**src/rtl/apm_map.vh**
```
/*
 * Register indices, field positions, reset values and
 * timing factors of the average power protection monitor.
 * Assumes inclusion by bare name from the rtl files.
 */
`ifndef APM_MAP_VH
`define APM_MAP_VH

// ============================================================
// register indices (byte address = 4 x index)
`define APM_IDX_PAGE        12'h008
`define APM_IDX_FADE_EN     12'h581
`define APM_IDX_LLIM_LO     12'h583
`define APM_IDX_LLIM_HI     12'h584
`define APM_IDX_LONG_CTL    12'h585
`define APM_IDX_LPWR_LO     12'h586
`define APM_IDX_LPWR_HI     12'h587
`define APM_IDX_SLIM_LO     12'h588
`define APM_IDX_SLIM_HI     12'h589
`define APM_IDX_SHORT_CTL   12'h58A
`define APM_IDX_SPWR_LO     12'h58B
`define APM_IDX_SPWR_HI     12'h58C
`define APM_IDX_INTERP      12'h5A0
`define APM_IDX_STATUS      12'h5A1
`define APM_IDX_MASK        12'h5A2

// ============================================================
// field positions
`define APM_DET_ON_BIT      7
`define APM_FADE_LONG_BIT   6
`define APM_LONG_LEN_MSB    3
`define APM_SHORT_LEN_MSB   1
`define APM_PWR_HI_MSB      4

// ============================================================
// reset values
`define APM_RST_CTL         8'h00
`define APM_RST_LIMIT       13'h0000
`define APM_RST_FADE_LONG   1'b1
`define APM_RST_PAGE        1'b0

// ============================================================
// timing and arithmetic
`define APM_LONG_BASE_EXP   5'h09
`define APM_PA_MAIN_FACTOR  8'h04
`define APM_PA_CHAN_FACTOR  8'h08
`define APM_PA_PLAIN_PERIOD 8'h20
`define APM_SAMPLE_MSBS     6

`endif

```
**src/rtl/apm_pa_clock.v**
```verilog
/*
 * PA clock tick generator: one mclk-wide pulse per PA clock
 * period. Assumes one mclk cycle per DAC clock period and
 * interpolation settings given as plain factors (1,2,3...).
 */
`timescale 1ns/100ps
`include "apm_map.vh"

module apm_pa_clock (
    // clock and reset
    input wire mclk,
    input wire rst,
    // interpolation settings
    input wire [3:0] main_interp,
    input wire [3:0] chan_interp,
    // tick out
    output reg pa_tick
);

    // ========================================================
    // period select
    function [7:0] apm_pa_period;
        input [3:0] m;
        input [3:0] c;
        begin
            if (m > 4'h1) begin
                apm_pa_period = `APM_PA_MAIN_FACTOR * {4'h0, m};
            end else if (c > 4'h1) begin
                apm_pa_period = `APM_PA_CHAN_FACTOR * {4'h0, m};
            end else begin
                apm_pa_period = `APM_PA_PLAIN_PERIOD;
            end
        end
    endfunction

    wire [7:0] period = apm_pa_period(main_interp, chan_interp);
    reg [7:0] count;

    // ========================================================
    // divider; >= guards against a period shrunk mid-count
    always @(posedge mclk or posedge rst) begin
        if (rst) begin
            count <= 8'h00;
            pa_tick <= 1'b0;
        end else if (count >= period - 8'h01) begin
            count <= 8'h00;
            pa_tick <= 1'b1;
        end else begin
            count <= count + 8'h01;
            pa_tick <= 1'b0;
        end
    end

endmodule // apm_pa_clock

```
**src/rtl/apm_window_avg.v**
```verilog
/*
 * One averaging window: accumulates 2^shift power samples on
 * PA ticks, publishes the average and flags it above limit.
 * Assumes pa_tick is a one-cycle pulse and shift <= 24.
 */
`timescale 1ns/100ps
`include "apm_map.vh"

module apm_window_avg (
    // clock and reset
    input wire mclk,
    input wire rst,
    // control
    input wire enable,
    input wire pa_tick,
    input wire [4:0] shift,
    input wire [12:0] limit,
    // data
    input wire [11:0] power,
    // results
    output reg [12:0] avg,
    output reg err
);

    reg [24:0] count;
    reg [35:0] acc;
    wire [24:0] last = (25'h0000001 << shift) - 25'h0000001;
    wire [35:0] next_sum = acc + {24'h000000, power};
    wire [35:0] next_avg = next_sum >> shift;

    // ========================================================
    // accumulate; disabled window is idle and holds its reading
    always @(posedge mclk or posedge rst) begin
        if (rst) begin
            count <= 25'h0000000;
            acc <= 36'h000000000;
            avg <= 13'h0000;
            err <= 1'b0;
        end else if (!enable) begin
            count <= 25'h0000000;
            acc <= 36'h000000000;
            err <= 1'b0;
        end else begin
            err <= 1'b0;
            if (pa_tick) begin
                if (count >= last) begin
                    count <= 25'h0000000;
                    acc <= 36'h000000000;
                    avg <= next_avg[12:0];
                    err <= (next_avg[12:0] > limit);
                end else begin
                    count <= count + 25'h0000001;
                    acc <= next_sum;
                end
            end
        end
    end

endmodule // apm_window_avg

```
**src/rtl/apm_monitor.v**
```verilog
/*
 * Average power protection monitor for two main DAC paths,
 * with an APB register slave, paged per-path controls, a
 * sticky status with mask and one level interrupt.
 * Assumes I/Q samples synchronous to mclk, one per DAC clock.
 */
`timescale 1ns/100ps
`include "apm_map.vh"

// Function
// A set long detector bit runs the long average and its check.
// The long window lasts two to the nine plus field PA periods.
// PA period is 4x main, else 8x main, else 32 DAC clocks.
// Power is I squared plus Q squared on six top sample bits.
// Long average reads back as 13 bits over two registers.
// A writable 13-bit short limit checks the short average.
// A set short detector bit runs the short average and check.
// The short window lasts two to the field PA periods.
// Every field exists per path, reached through the page select; interp, status and mask are shared.
// A writable 13-bit long limit checks the long average.
// Short average reads back as 13 bits over two registers.
// A long error requests a fade-out when enabled, reset one.
// A window ending above its limit flags an error if enabled.
module apm_monitor (
    // clock and reset
    input wire mclk,
    input wire rst,
    // apb slave
    input wire psel,
    input wire penable,
    input wire pwrite,
    input wire [13:0] paddr,
    input wire [31:0] pwdata,
    output reg [31:0] prdata,
    output reg pready,
    output reg pslverr,
    // path 0 samples
    input wire [15:0] path0_i,
    input wire [15:0] path0_q,
    // path 1 samples
    input wire [15:0] path1_i,
    input wire [15:0] path1_q,
    // protection outputs
    output reg [1:0] fade_request,
    output reg irq
);

    // ========================================================
    // power of one sample from its top bits
    function [11:0] apm_iq_power;
        input [5:0] a;
        input [5:0] b;
        reg [5:0] ma;
        reg [5:0] mb;
        begin
            ma = a[5] ? (6'h00 - a) : a;
            mb = b[5] ? (6'h00 - b) : b;
            apm_iq_power = {6'h00, ma} * {6'h00, ma}
                + {6'h00, mb} * {6'h00, mb};
        end
    endfunction

    // ========================================================
    // registers; controls, limits and fade enables one copy per path, page, interp, status and mask shared
    reg page;
    reg [7:0] long_detector_control [0:1];
    reg [7:0] short_detector_control [0:1];
    reg [12:0] long_power_limit [0:1];
    reg [12:0] short_power_limit [0:1];
    reg [1:0] long_error_fade_enable;
    reg [7:0] interp_config;
    reg [3:0] err_status;
    reg [3:0] err_mask;
    reg [11:0] power0;
    reg [11:0] power1;

    wire pa_tick;
    wire [12:0] long_power_reading [0:1];
    wire [12:0] short_power_reading [0:1];
    wire [1:0] long_err;
    wire [1:0] short_err;

    // ========================================================
    // apb decode
    wire setup = psel && !penable;
    wire commit = psel && penable && pready;
    wire [11:0] idx = paddr[13:2];
    wire wr = commit && pwrite && !pslverr;

    function apm_mapped;
        input [11:0] a;
        begin
            case (a)
                `APM_IDX_PAGE, `APM_IDX_FADE_EN, `APM_IDX_LLIM_LO,
                `APM_IDX_LLIM_HI, `APM_IDX_LONG_CTL, `APM_IDX_LPWR_LO,
                `APM_IDX_LPWR_HI, `APM_IDX_SLIM_LO, `APM_IDX_SLIM_HI,
                `APM_IDX_SHORT_CTL, `APM_IDX_SPWR_LO, `APM_IDX_SPWR_HI,
                `APM_IDX_INTERP, `APM_IDX_STATUS, `APM_IDX_MASK:
                    apm_mapped = 1'b1;
                default:
                    apm_mapped = 1'b0;
            endcase
        end
    endfunction

    // ========================================================
    // read mux; reserved bits read zero
    reg [7:0] next_rdata;
    always @* begin
        next_rdata = 8'h00;
        case (idx)
            `APM_IDX_PAGE: begin
                next_rdata = {7'h00, page};
            end
            `APM_IDX_FADE_EN: begin
                next_rdata[`APM_FADE_LONG_BIT] =
                    long_error_fade_enable[page];
            end
            `APM_IDX_LLIM_LO: begin
                next_rdata = long_power_limit[page][7:0];
            end
            `APM_IDX_LLIM_HI: begin
                next_rdata = {3'h0, long_power_limit[page][12:8]};
            end
            `APM_IDX_LONG_CTL: begin
                next_rdata = long_detector_control[page];
            end
            `APM_IDX_LPWR_LO: begin
                next_rdata = long_power_reading[page][7:0];
            end
            `APM_IDX_LPWR_HI: begin
                next_rdata = {3'h0, long_power_reading[page][12:8]};
            end
            `APM_IDX_SLIM_LO: begin
                next_rdata = short_power_limit[page][7:0];
            end
            `APM_IDX_SLIM_HI: begin
                next_rdata = {3'h0, short_power_limit[page][12:8]};
            end
            `APM_IDX_SHORT_CTL: begin
                next_rdata = short_detector_control[page];
            end
            `APM_IDX_SPWR_LO: begin
                next_rdata = short_power_reading[page][7:0];
            end
            `APM_IDX_SPWR_HI: begin
                next_rdata = {3'h0, short_power_reading[page][12:8]};
            end
            `APM_IDX_INTERP: begin
                next_rdata = interp_config;
            end
            `APM_IDX_STATUS: begin
                next_rdata = {4'h0, err_status};
            end
            `APM_IDX_MASK: begin
                next_rdata = {4'h0, err_mask};
            end
            default: begin
                next_rdata = 8'h00;
            end
        endcase
    end

    // ========================================================
    // apb handshake: answer in the cycle after setup
    always @(posedge mclk or posedge rst) begin
        if (rst) begin
            pready <= 1'b0;
            pslverr <= 1'b0;
            prdata <= 32'h00000000;
        end else if (setup) begin
            pready <= 1'b1;
            pslverr <= !apm_mapped(idx);
            prdata <= {24'h000000, next_rdata};
        end else begin
            pready <= 1'b0;
            pslverr <= 1'b0;
        end
    end

    // ========================================================
    // control writes, per-path ones through the page, masked to the documented fields
    integer p;
    always @(posedge mclk or posedge rst) begin
        if (rst) begin
            page <= `APM_RST_PAGE;
            interp_config <= 8'h00;
            err_mask <= 4'h0;
            for (p = 0; p < 2; p = p + 1) begin
                long_detector_control[p] <= `APM_RST_CTL;
                short_detector_control[p] <= `APM_RST_CTL;
                long_power_limit[p] <= `APM_RST_LIMIT;
                short_power_limit[p] <= `APM_RST_LIMIT;
                long_error_fade_enable[p] <= `APM_RST_FADE_LONG;
            end
        end else if (wr) begin
            case (idx)
                `APM_IDX_PAGE: begin
                    page <= pwdata[0];
                end
                `APM_IDX_FADE_EN: begin
                    long_error_fade_enable[page] <=
                        pwdata[`APM_FADE_LONG_BIT];
                end
                `APM_IDX_LLIM_LO: begin
                    long_power_limit[page][7:0] <= pwdata[7:0];
                end
                `APM_IDX_LLIM_HI: begin
                    long_power_limit[page][12:8] <= pwdata[4:0];
                end
                `APM_IDX_LONG_CTL: begin
                    long_detector_control[page] <= {pwdata[7], 3'h0,
                        pwdata[`APM_LONG_LEN_MSB:0]};
                end
                `APM_IDX_SLIM_LO: begin
                    short_power_limit[page][7:0] <= pwdata[7:0];
                end
                `APM_IDX_SLIM_HI: begin
                    short_power_limit[page][12:8] <= pwdata[4:0];
                end
                `APM_IDX_SHORT_CTL: begin
                    short_detector_control[page] <= {pwdata[7], 5'h00,
                        pwdata[`APM_SHORT_LEN_MSB:0]};
                end
                `APM_IDX_INTERP: begin
                    interp_config <= pwdata[7:0];
                end
                `APM_IDX_MASK: begin
                    err_mask <= pwdata[3:0];
                end
                default: begin
                    page <= page;
                end
            endcase
        end
    end

    // ========================================================
    // sample power, registered once per dac clock
    always @(posedge mclk or posedge rst) begin
        if (rst) begin
            power0 <= 12'h000;
            power1 <= 12'h000;
        end else begin
            power0 <= apm_iq_power(path0_i[15:10], path0_q[15:10]);
            power1 <= apm_iq_power(path1_i[15:10], path1_q[15:10]);
        end
    end

    // ========================================================
    // shared pa clock
    apm_pa_clock u_pa_clock (
        .mclk(mclk),
        .rst(rst),
        .main_interp(interp_config[3:0]),
        .chan_interp(interp_config[7:4]),
        .pa_tick(pa_tick)
    );

    // ========================================================
    // two windows per path
    genvar g;
    generate
        for (g = 0; g < 2; g = g + 1) begin : g_path
            wire [11:0] pwr = (g == 0) ? power0 : power1;
            wire [7:0] lctl = long_detector_control[g];
            wire [7:0] sctl = short_detector_control[g];

            apm_window_avg u_long (
                .mclk(mclk),
                .rst(rst),
                .enable(lctl[`APM_DET_ON_BIT]),
                .pa_tick(pa_tick),
                .shift(`APM_LONG_BASE_EXP
                    + {1'b0, lctl[`APM_LONG_LEN_MSB:0]}),
                .limit(long_power_limit[g]),
                .power(pwr),
                .avg(long_power_reading[g]),
                .err(long_err[g])
            );

            apm_window_avg u_short (
                .mclk(mclk),
                .rst(rst),
                .enable(sctl[`APM_DET_ON_BIT]),
                .pa_tick(pa_tick),
                .shift({3'h0, sctl[`APM_SHORT_LEN_MSB:0]}),
                .limit(short_power_limit[g]),
                .power(pwr),
                .avg(short_power_reading[g]),
                .err(short_err[g])
            );
        end
    endgenerate

    // ========================================================
    // sticky status: set wins over a write-one clear
    wire [3:0] err_events = {short_err[1], long_err[1],
        short_err[0], long_err[0]};
    wire [3:0] clr = (wr && idx == `APM_IDX_STATUS) ? pwdata[3:0] : 4'h0;

    always @(posedge mclk or posedge rst) begin
        if (rst) begin
            err_status <= 4'h0;
            irq <= 1'b0;
            fade_request <= 2'b00;
        end else begin
            err_status <= (err_status & ~clr) | err_events;
            irq <= |(((err_status & ~clr) | err_events) & err_mask);
            fade_request <= long_err & long_error_fade_enable;
        end
    end

endmodule // apm_monitor

```
**config.mk**
```make
export PLATFORM = sky130hd
export DESIGN_NAME = apm_monitor
export DESIGN_NICKNAME = d
export VERILOG_FILES = /design/src/rtl/apm_pa_clock.v /design/src/rtl/apm_window_avg.v /design/src/rtl/apm_monitor.v
export VERILOG_INCLUDE_DIRS = /design/src /design/src/rtl
export SDC_FILE = /design/constraint.sdc
export NUM_CORES = 1
export LEC_CHECK = 0
export ABC_AREA = 1
export ABC_CLOCK_PERIOD_IN_PS = 13600
export BUFFER_PORTS_ARGS = -buffer_cell sky130_fd_sc_hd__buf_2
export CAP_MARGIN = 10
export CORE_AREA = 2 2 307 385
export CTS_BUF_LIST = sky130_fd_sc_hd__clkbuf_4 sky130_fd_sc_hd__clkbuf_8
export CTS_CLUSTER_SIZE = 16
export DETAILED_ROUTE_END_ITERATION = 12
export DIE_AREA = 0 0 309 387
export GPL_TIMING_DRIVEN = 0
export PLACE_DENSITY = 0.48
export SYNTH_ARGS = -nofsm -noshare
export SYNTH_HDL_FRONTEND = slang
export SYNTH_SLANG_ARGS = --single-unit
```
**constraint.sdc**
```tcl
create_clock -name mclk -period 13.6 [get_ports mclk]
set_input_delay 0.68 -clock mclk [delete_from_list [all_inputs] [get_ports mclk]]
set_output_delay 0.68 -clock mclk [all_outputs]
set_load 0.1 [all_outputs]
```
# ---- Word-level counts from Yosys, hierarchy flattened
# Cells that the tools add are included.
dict set report op_classes {
  n_addsub 22
  n_mul 4
  magnitude_cmp 15
  n_eq_ne 19
  shifts 8
  mux 89
  n_bitwise 6
  n_reduce_logical 27
}
# cell n
set ops {}
lappend ops {{two-way mux 36 bit} 12}
lappend ops {{two-way mux 25 bit} 12}
lappend ops {{two-way mux 13 bit} 13}
lappend ops {{== test 12 x 11 -> 1 bit (second input constant)} 14}
lappend ops {{adder 36 x 12 -> 36 bit} 4}
lappend ops {{bitwise mux 26 bit} 4}
lappend ops {{case mux 26 bit (2 select lines)} 2}
lappend ops {{adder 25 x 1 -> 25 bit (second input constant)} 4}
lappend ops {{>= comparator 25 bit} 4}
lappend ops {{subtractor 25 x 1 -> 25 bit (second input constant)} 4}
lappend ops {{case mux 6 bit (14 select lines)} 1}
lappend ops {{two-way mux 8 bit} 10}
lappend ops {{>> shifter 36 x 2 -> 13 bit} 2}
lappend ops {{>> shifter 36 x 5 -> 13 bit} 2}
lappend ops {{greater-than comparator 13 bit} 4}
lappend ops {{<< shifter 1 x 2 -> 25 bit (first input constant)} 2}
lappend ops {{<< shifter 1 x 5 -> 25 bit (first input constant)} 2}
lappend ops {{multiplier 6 x 6 -> 12 bit} 4}
lappend ops {{bitwise mux 16 bit} 2}
lappend ops {{demux 13 bit (select 1 bit)} 2}
lappend ops {{adder 12 bit} 2}
lappend ops {{two-way mux 6 bit} 4}
lappend ops {{subtractor 1 x 6 -> 6 bit (first input constant)} 4}
lappend ops {{two-way mux 1 bit} 20}
lappend ops {{other kinds (30)} 56}
dict set report totals {
  regBits 449
  in_bits 115
  elab_cells 228
}

# ---- Logic depth before layout (Yosys ltp)
dict set report logic_depth {
  word_depth 11
  mapped_depth 29
}

# ---- By module
# A second synthesis with hierarchy kept.
dict set report hier_totals {
  cells_unflattened 6721
  area_unflattened_um2 43277.8
}
# mod n_inst cells_per_inst area_per_inst_um2
set modules_own_cells {}
lappend modules_own_cells {{apm_window_avg (g_path[0].u_long ...)} 3 1324 8071.5}
lappend modules_own_cells {apm_monitor 1 1354 10252.3}
lappend modules_own_cells {{apm_window_avg (g_path[1].u_short)} 1 1306 8146.6}
lappend modules_own_cells {apm_pa_clock 1 89 664.4}

# ---- Least setup slack after synthesis
# No wires, ideal clock.
dict set report synth_timing {
  kind {input port to flip-flop}
  start {in path0_q[11]}
  end {reg power0[11], in the netlist g_path[0].pwr[11]}
  setup_time_ns 0.129
  arrival_time_ns 5.529
  required_ns 13.471
  slack_ns 7.943
  stages 23
  path_buffers 0
  cell_sequence {nor3_1 -> inv_1 -> nand2_1 -> xor2_1 -> inv_1 -> or2_2 -> fa_1 -> fa_1 -> inv_1 -> fa_1 -> inv_1 -> fa_1 -> fa_1 -> inv_1 -> ha_1 -> nand3_1 -> nand2_1 -> a21oi_1 -> o21bai_1 -> nand2_1 -> nand2_1 -> a21oi_1 -> xor2_1}
}
dict set report synth_between {
  elab_chain_cells 4
}
# item line
set synth_rtl {}
lappend synth_rtl {{start: declaration} apm_monitor.v:39} ;# input wire [15:0] path0_q,
lappend synth_rtl {{subtractor 1 x 6 -> 6 bit} apm_monitor.v:57} ;# mb = b[5] ? (6'h00 - b) : b;
lappend synth_rtl {{two-way mux 6 bit (*)} apm_monitor.v:57}
lappend synth_rtl {{multiplier 6 x 6 -> 12 bit (*)} apm_monitor.v:59} ;# + {6'h00, mb} * {6'h00, mb};
lappend synth_rtl {{adder 12 bit (*)} apm_monitor.v:59}
lappend synth_rtl {{end signal: assignment} apm_monitor.v:245} ;# power0 <= apm_iq_power(path0_i[15:10], path0_q[15:10]);
lappend synth_rtl {{end: declaration} apm_monitor.v:74} ;# reg [11:0] power0;
# Mark *: on every way between the ends. The rest lies on a longest branch, timed or not.
# A chain may end at the register's enable or synchronous reset.

# ---- Final worst setup path
dict set report layout_timing {
  start {in path0_q[10]}
  end {reg power0[10], in the netlist g_path[0].pwr[10]}
}
# Same word-level chain as after synthesis.

==> impl_metrics.toml <==
[status]
status = "finished, final reports clean"

[cts]
cts-buffers-inserted = 76
cts.htree.levels = 3
ctsHoldBuffers = 0
clk_latency_ns = 0.71
clockBufferDepth = 3
cts_resized = 0
cts_tree = "built"
cts_sinks = 393
cts_setup_buffers = 0
clkSlewWorstSetupHoldPaths_ns = 0.05
cts-root-buf = "clkbuf_8"

[cells_and_area]
drive_gt1_frac = 0.0822
finish.utilization = 0.305
design_area_mm2 = 0.0354
area_delta_synth_final_pct = 13.7
multi_input_area_mm2 = 0.0183
fin_nets = 4944
regArea_mm2 = 0.00984
fill_cells = 12886

[timing]
slew_viol_final = 0
holdWs_ns = 0.104
max_clock_freq_mhz = 180
period_share = 0.408
fin_crit_ns = 5.55
rsz0062_at_grt = "false"
relSlewSlack = 0.332
finalClockSkew_ns = 0.0472
hold_viol = 0
worst_pin_slew_ns = 1.00
setup_ws_ns = 8.05
setup_viol = 0

[logic_synthesis]
synth.area.top_cells = "dfrtp_1, nand2_1, ha_1"
synth_flop_cell = "dfrtp_1"
syn_avg_cell_area_um2 = 7.16
synthCells = 4350
yosysTopAreaCell = "dfrtp_1"
synth.distinct_cells = 64
synth_top_area_share = 0.314
yosysSeqAreaShare = 0.316
synth-edff-count = 0
ys_seq_elements = 393
synth_area_mm2 = 0.0311
synthArstFlopShare = 1.00
yosys_warnings = 0

[flow_run]
maxCapViolations = 0

[die]
pin_count = 152
dieArea_mm2 = 0.120
start_util = 0.269
core_area_mm2 = 0.116
num_rows = 140
dieHeight_um = 387
die-width_um = 309

[global_route]
grt_usage = 0.179
grt_antenna_before_repair = 2
grt_pass1_wl_um = 167000
grt_max_degree = 112
gr-total-overflow = 0
grt_pass1_vias = 28996

[drt]
wl_um = 107000
ant_nets = 0
drt-wirelength-per-cell_um = 17.3
via_per_inst = 4.70
first_pass_iters = 7
drt_iter0_drc = 1737
via_count = 28936
drc = 0

[setup_path]
crit_path_start_kind = "input port"
worstPathArrival_ns = 6.18
crit_path_end_kind = "register"
crit_type = "in -> reg"
crit_required_ns = 14.23
cp_max_fo = 6
r2r_cells = 25

[power]
finalPower_mw = 3.91
p_per_area_mw_per_mm2 = 110
p_leak_nw = 17.5
ir_drop_uv = 89.6

[place]
place.gp.congestion = 0.941
place_hpwl_um = 85500
portBuffers = 59
dpl-instance-area_mm2 = 0.0336
place_ws_ns = 7.27

[min_path]
hp-class = "in -> async"
==> synthesized netlist by cell type (7+ instances only) <==
library cell	instances
nand2_1	1120
inv_1	643
nand3_1	461
dfrtp_1	391
o21ai_0	302
nor2_1	272
ha_1	223
a21oi_1	132
nand4_1	82
clkbuf_1	73
fa_1	72
xor2_1	66
o22ai_1	60
nor3_1	49
xnor2_1	35
buf_2	29
buf_4	26
nand2_2	26
nor2_2	25
mux2i_1	21
nand3_2	21
nor4_1	20
a22o_1	16
and2_1	15
inv_2	14
o21ai_1	13
a211oi_1	12
clkinv_1	9
nor3_2	9
a21o_1	8
a32o_1	8
or2_2	8
and3_1	7
buf_1	7
nand3b_1	7
o211ai_1	7
==> routing by layer <==
| metal | wire (um) | share of wire | track usage | vias up |
|---|---|---|---|---|
| met4 | 4630 | 0.043 | 0.0808 | 0 |
| met5 | 0 | 0 | 0 | - |
| met1 | 43300 | 0.41 | 0.204 | 13652 |
| li1 | - | - | - | 14532 |
| met3 | 2920 | 0.027 | 0.0154 | 192 |
| met2 | 55800 | 0.52 | 0.333 | 560 |
==> logic make-up (layout without fill, tap and decap cells) <==
| logic type | count (synthesis) | in the layout | synth area share |
|---|---|---|---|
| compound gates | 595 | 595 | 0.107 |
| xor+xnor | 102 | 102 | 0.0289 |
| fa+ha+maj | 295 | 295 | 0.136 |
| buf+inv | 802 | 1005 | 0.101 |
| flops | 393 | 393 | 0.316 |
| mux | 22 | 22 | 0.00711 |
| other cells | 2 | 48 | 0.000241 |
| simple gates | 2139 | 2139 | 0.304 |
==> metrics by stage <==
| step | TNS (ns) | std cells |
|---|---|---|
| after floorplan | 0 | 4394 |
| after global placement | -1355.16 | 6015 |
| after detailed placement | 0 | 6018 |
| after CTS | 0 | 6159 |
| after global routing | 0 | 6160 |
| final | 0 | 6161 |
==> placed cells by master, fill, tap and decap left out, drive strengths merged, types with 124 or more instances in the layout <==
cell    count
buf       124
nand3     482
nand2    1147
ha        223
clkbuf    193
inv       659
nor2      298
dfrtp     391
o21ai     315
a21oi     133
==> state kept, by name (all words and copies together) (netlist names), 2 cells and up <==
register and count:
err_mask 4, err_status 4, fade_request 2, g_path.lctl 10, g_path.pwr 24, g_path.sctl 6
g_path.u_long.acc 72, g_path.u_long.avg 26, g_path.u_long.count 50, g_path.u_long.err 2, g_path.u_short.acc 32, g_path.u_short.avg 26
g_path.u_short.count 50, g_path.u_short.err 2, interp_config 8, long_error_fade_enable 2, long_power_limit 26, prdata 8
short_power_limit 26, u_pa_clock.count 8
==> area by class of cell <==
cell class | count | share of cell area
well taps | 1562 | 0.0552
repair buffers | 62 | 0.0107
inverters | 666 | 0.0708
multi-input cells | 3199 | 0.517
plain buffers | 136 | 0.0183
clock buffers | 119 | 0.0420
flip-flops and latches | 393 | 0.278
clock inverters | 22 | 0.00777
diodes | 2 | 0.000141
==> report_power, final <==
| part | switching, mW | leakage (nW) | internal [mW] |
|---|---|---|---|
| clock network | 0.572 | 0.931 | 0.813 |
| registers | 0.0781 | 5.41 | 1.22 |
| logic | 0.772 | 11.2 | 0.456 |
| total | 1.42 | 17.5 | 2.49 |
==> worst paths after layout <==
| kind | start | to | slack, ns |
|---|---|---|---|
| min in group mclk | pwdata[6] | long_error_fade_enable[0] | 0.23 |
| max in group asynchronous | rst | g_path[0].pwr[11] | 12.38 |
| worst min-delay path | rst | g_path[1].u_short.count[8] | 0.10 |
| worst max-delay path | path0_q[10] | g_path[0].pwr[10] | 8.05 |
| worst min register to register | u_pa_clock.count[0] | u_pa_clock.count[0] | 0.46 |
| worst max register to register | g_path[1].pwr[0] | g_path[1].u_long.err | 9.38 |
==> critical path, cell delays in order <==
cell and delay (ns):
buf_2 0.15, nor3_1 0.20, inv_1 0.06, nand2_1 0.07, xor2_1 0.48, inv_1 0.14
or2_2 0.31, fa_1 0.50, fa_1 0.57, inv_1 0.06, fa_1 0.54, inv_1 0.06
fa_1 0.51, fa_1 0.54, fa_1 0.48, o21ai_0 0.35, a21oi_1 0.12, o21ai_0 0.20
xor2_1 0.15
(Power assumes the default switching activity.)
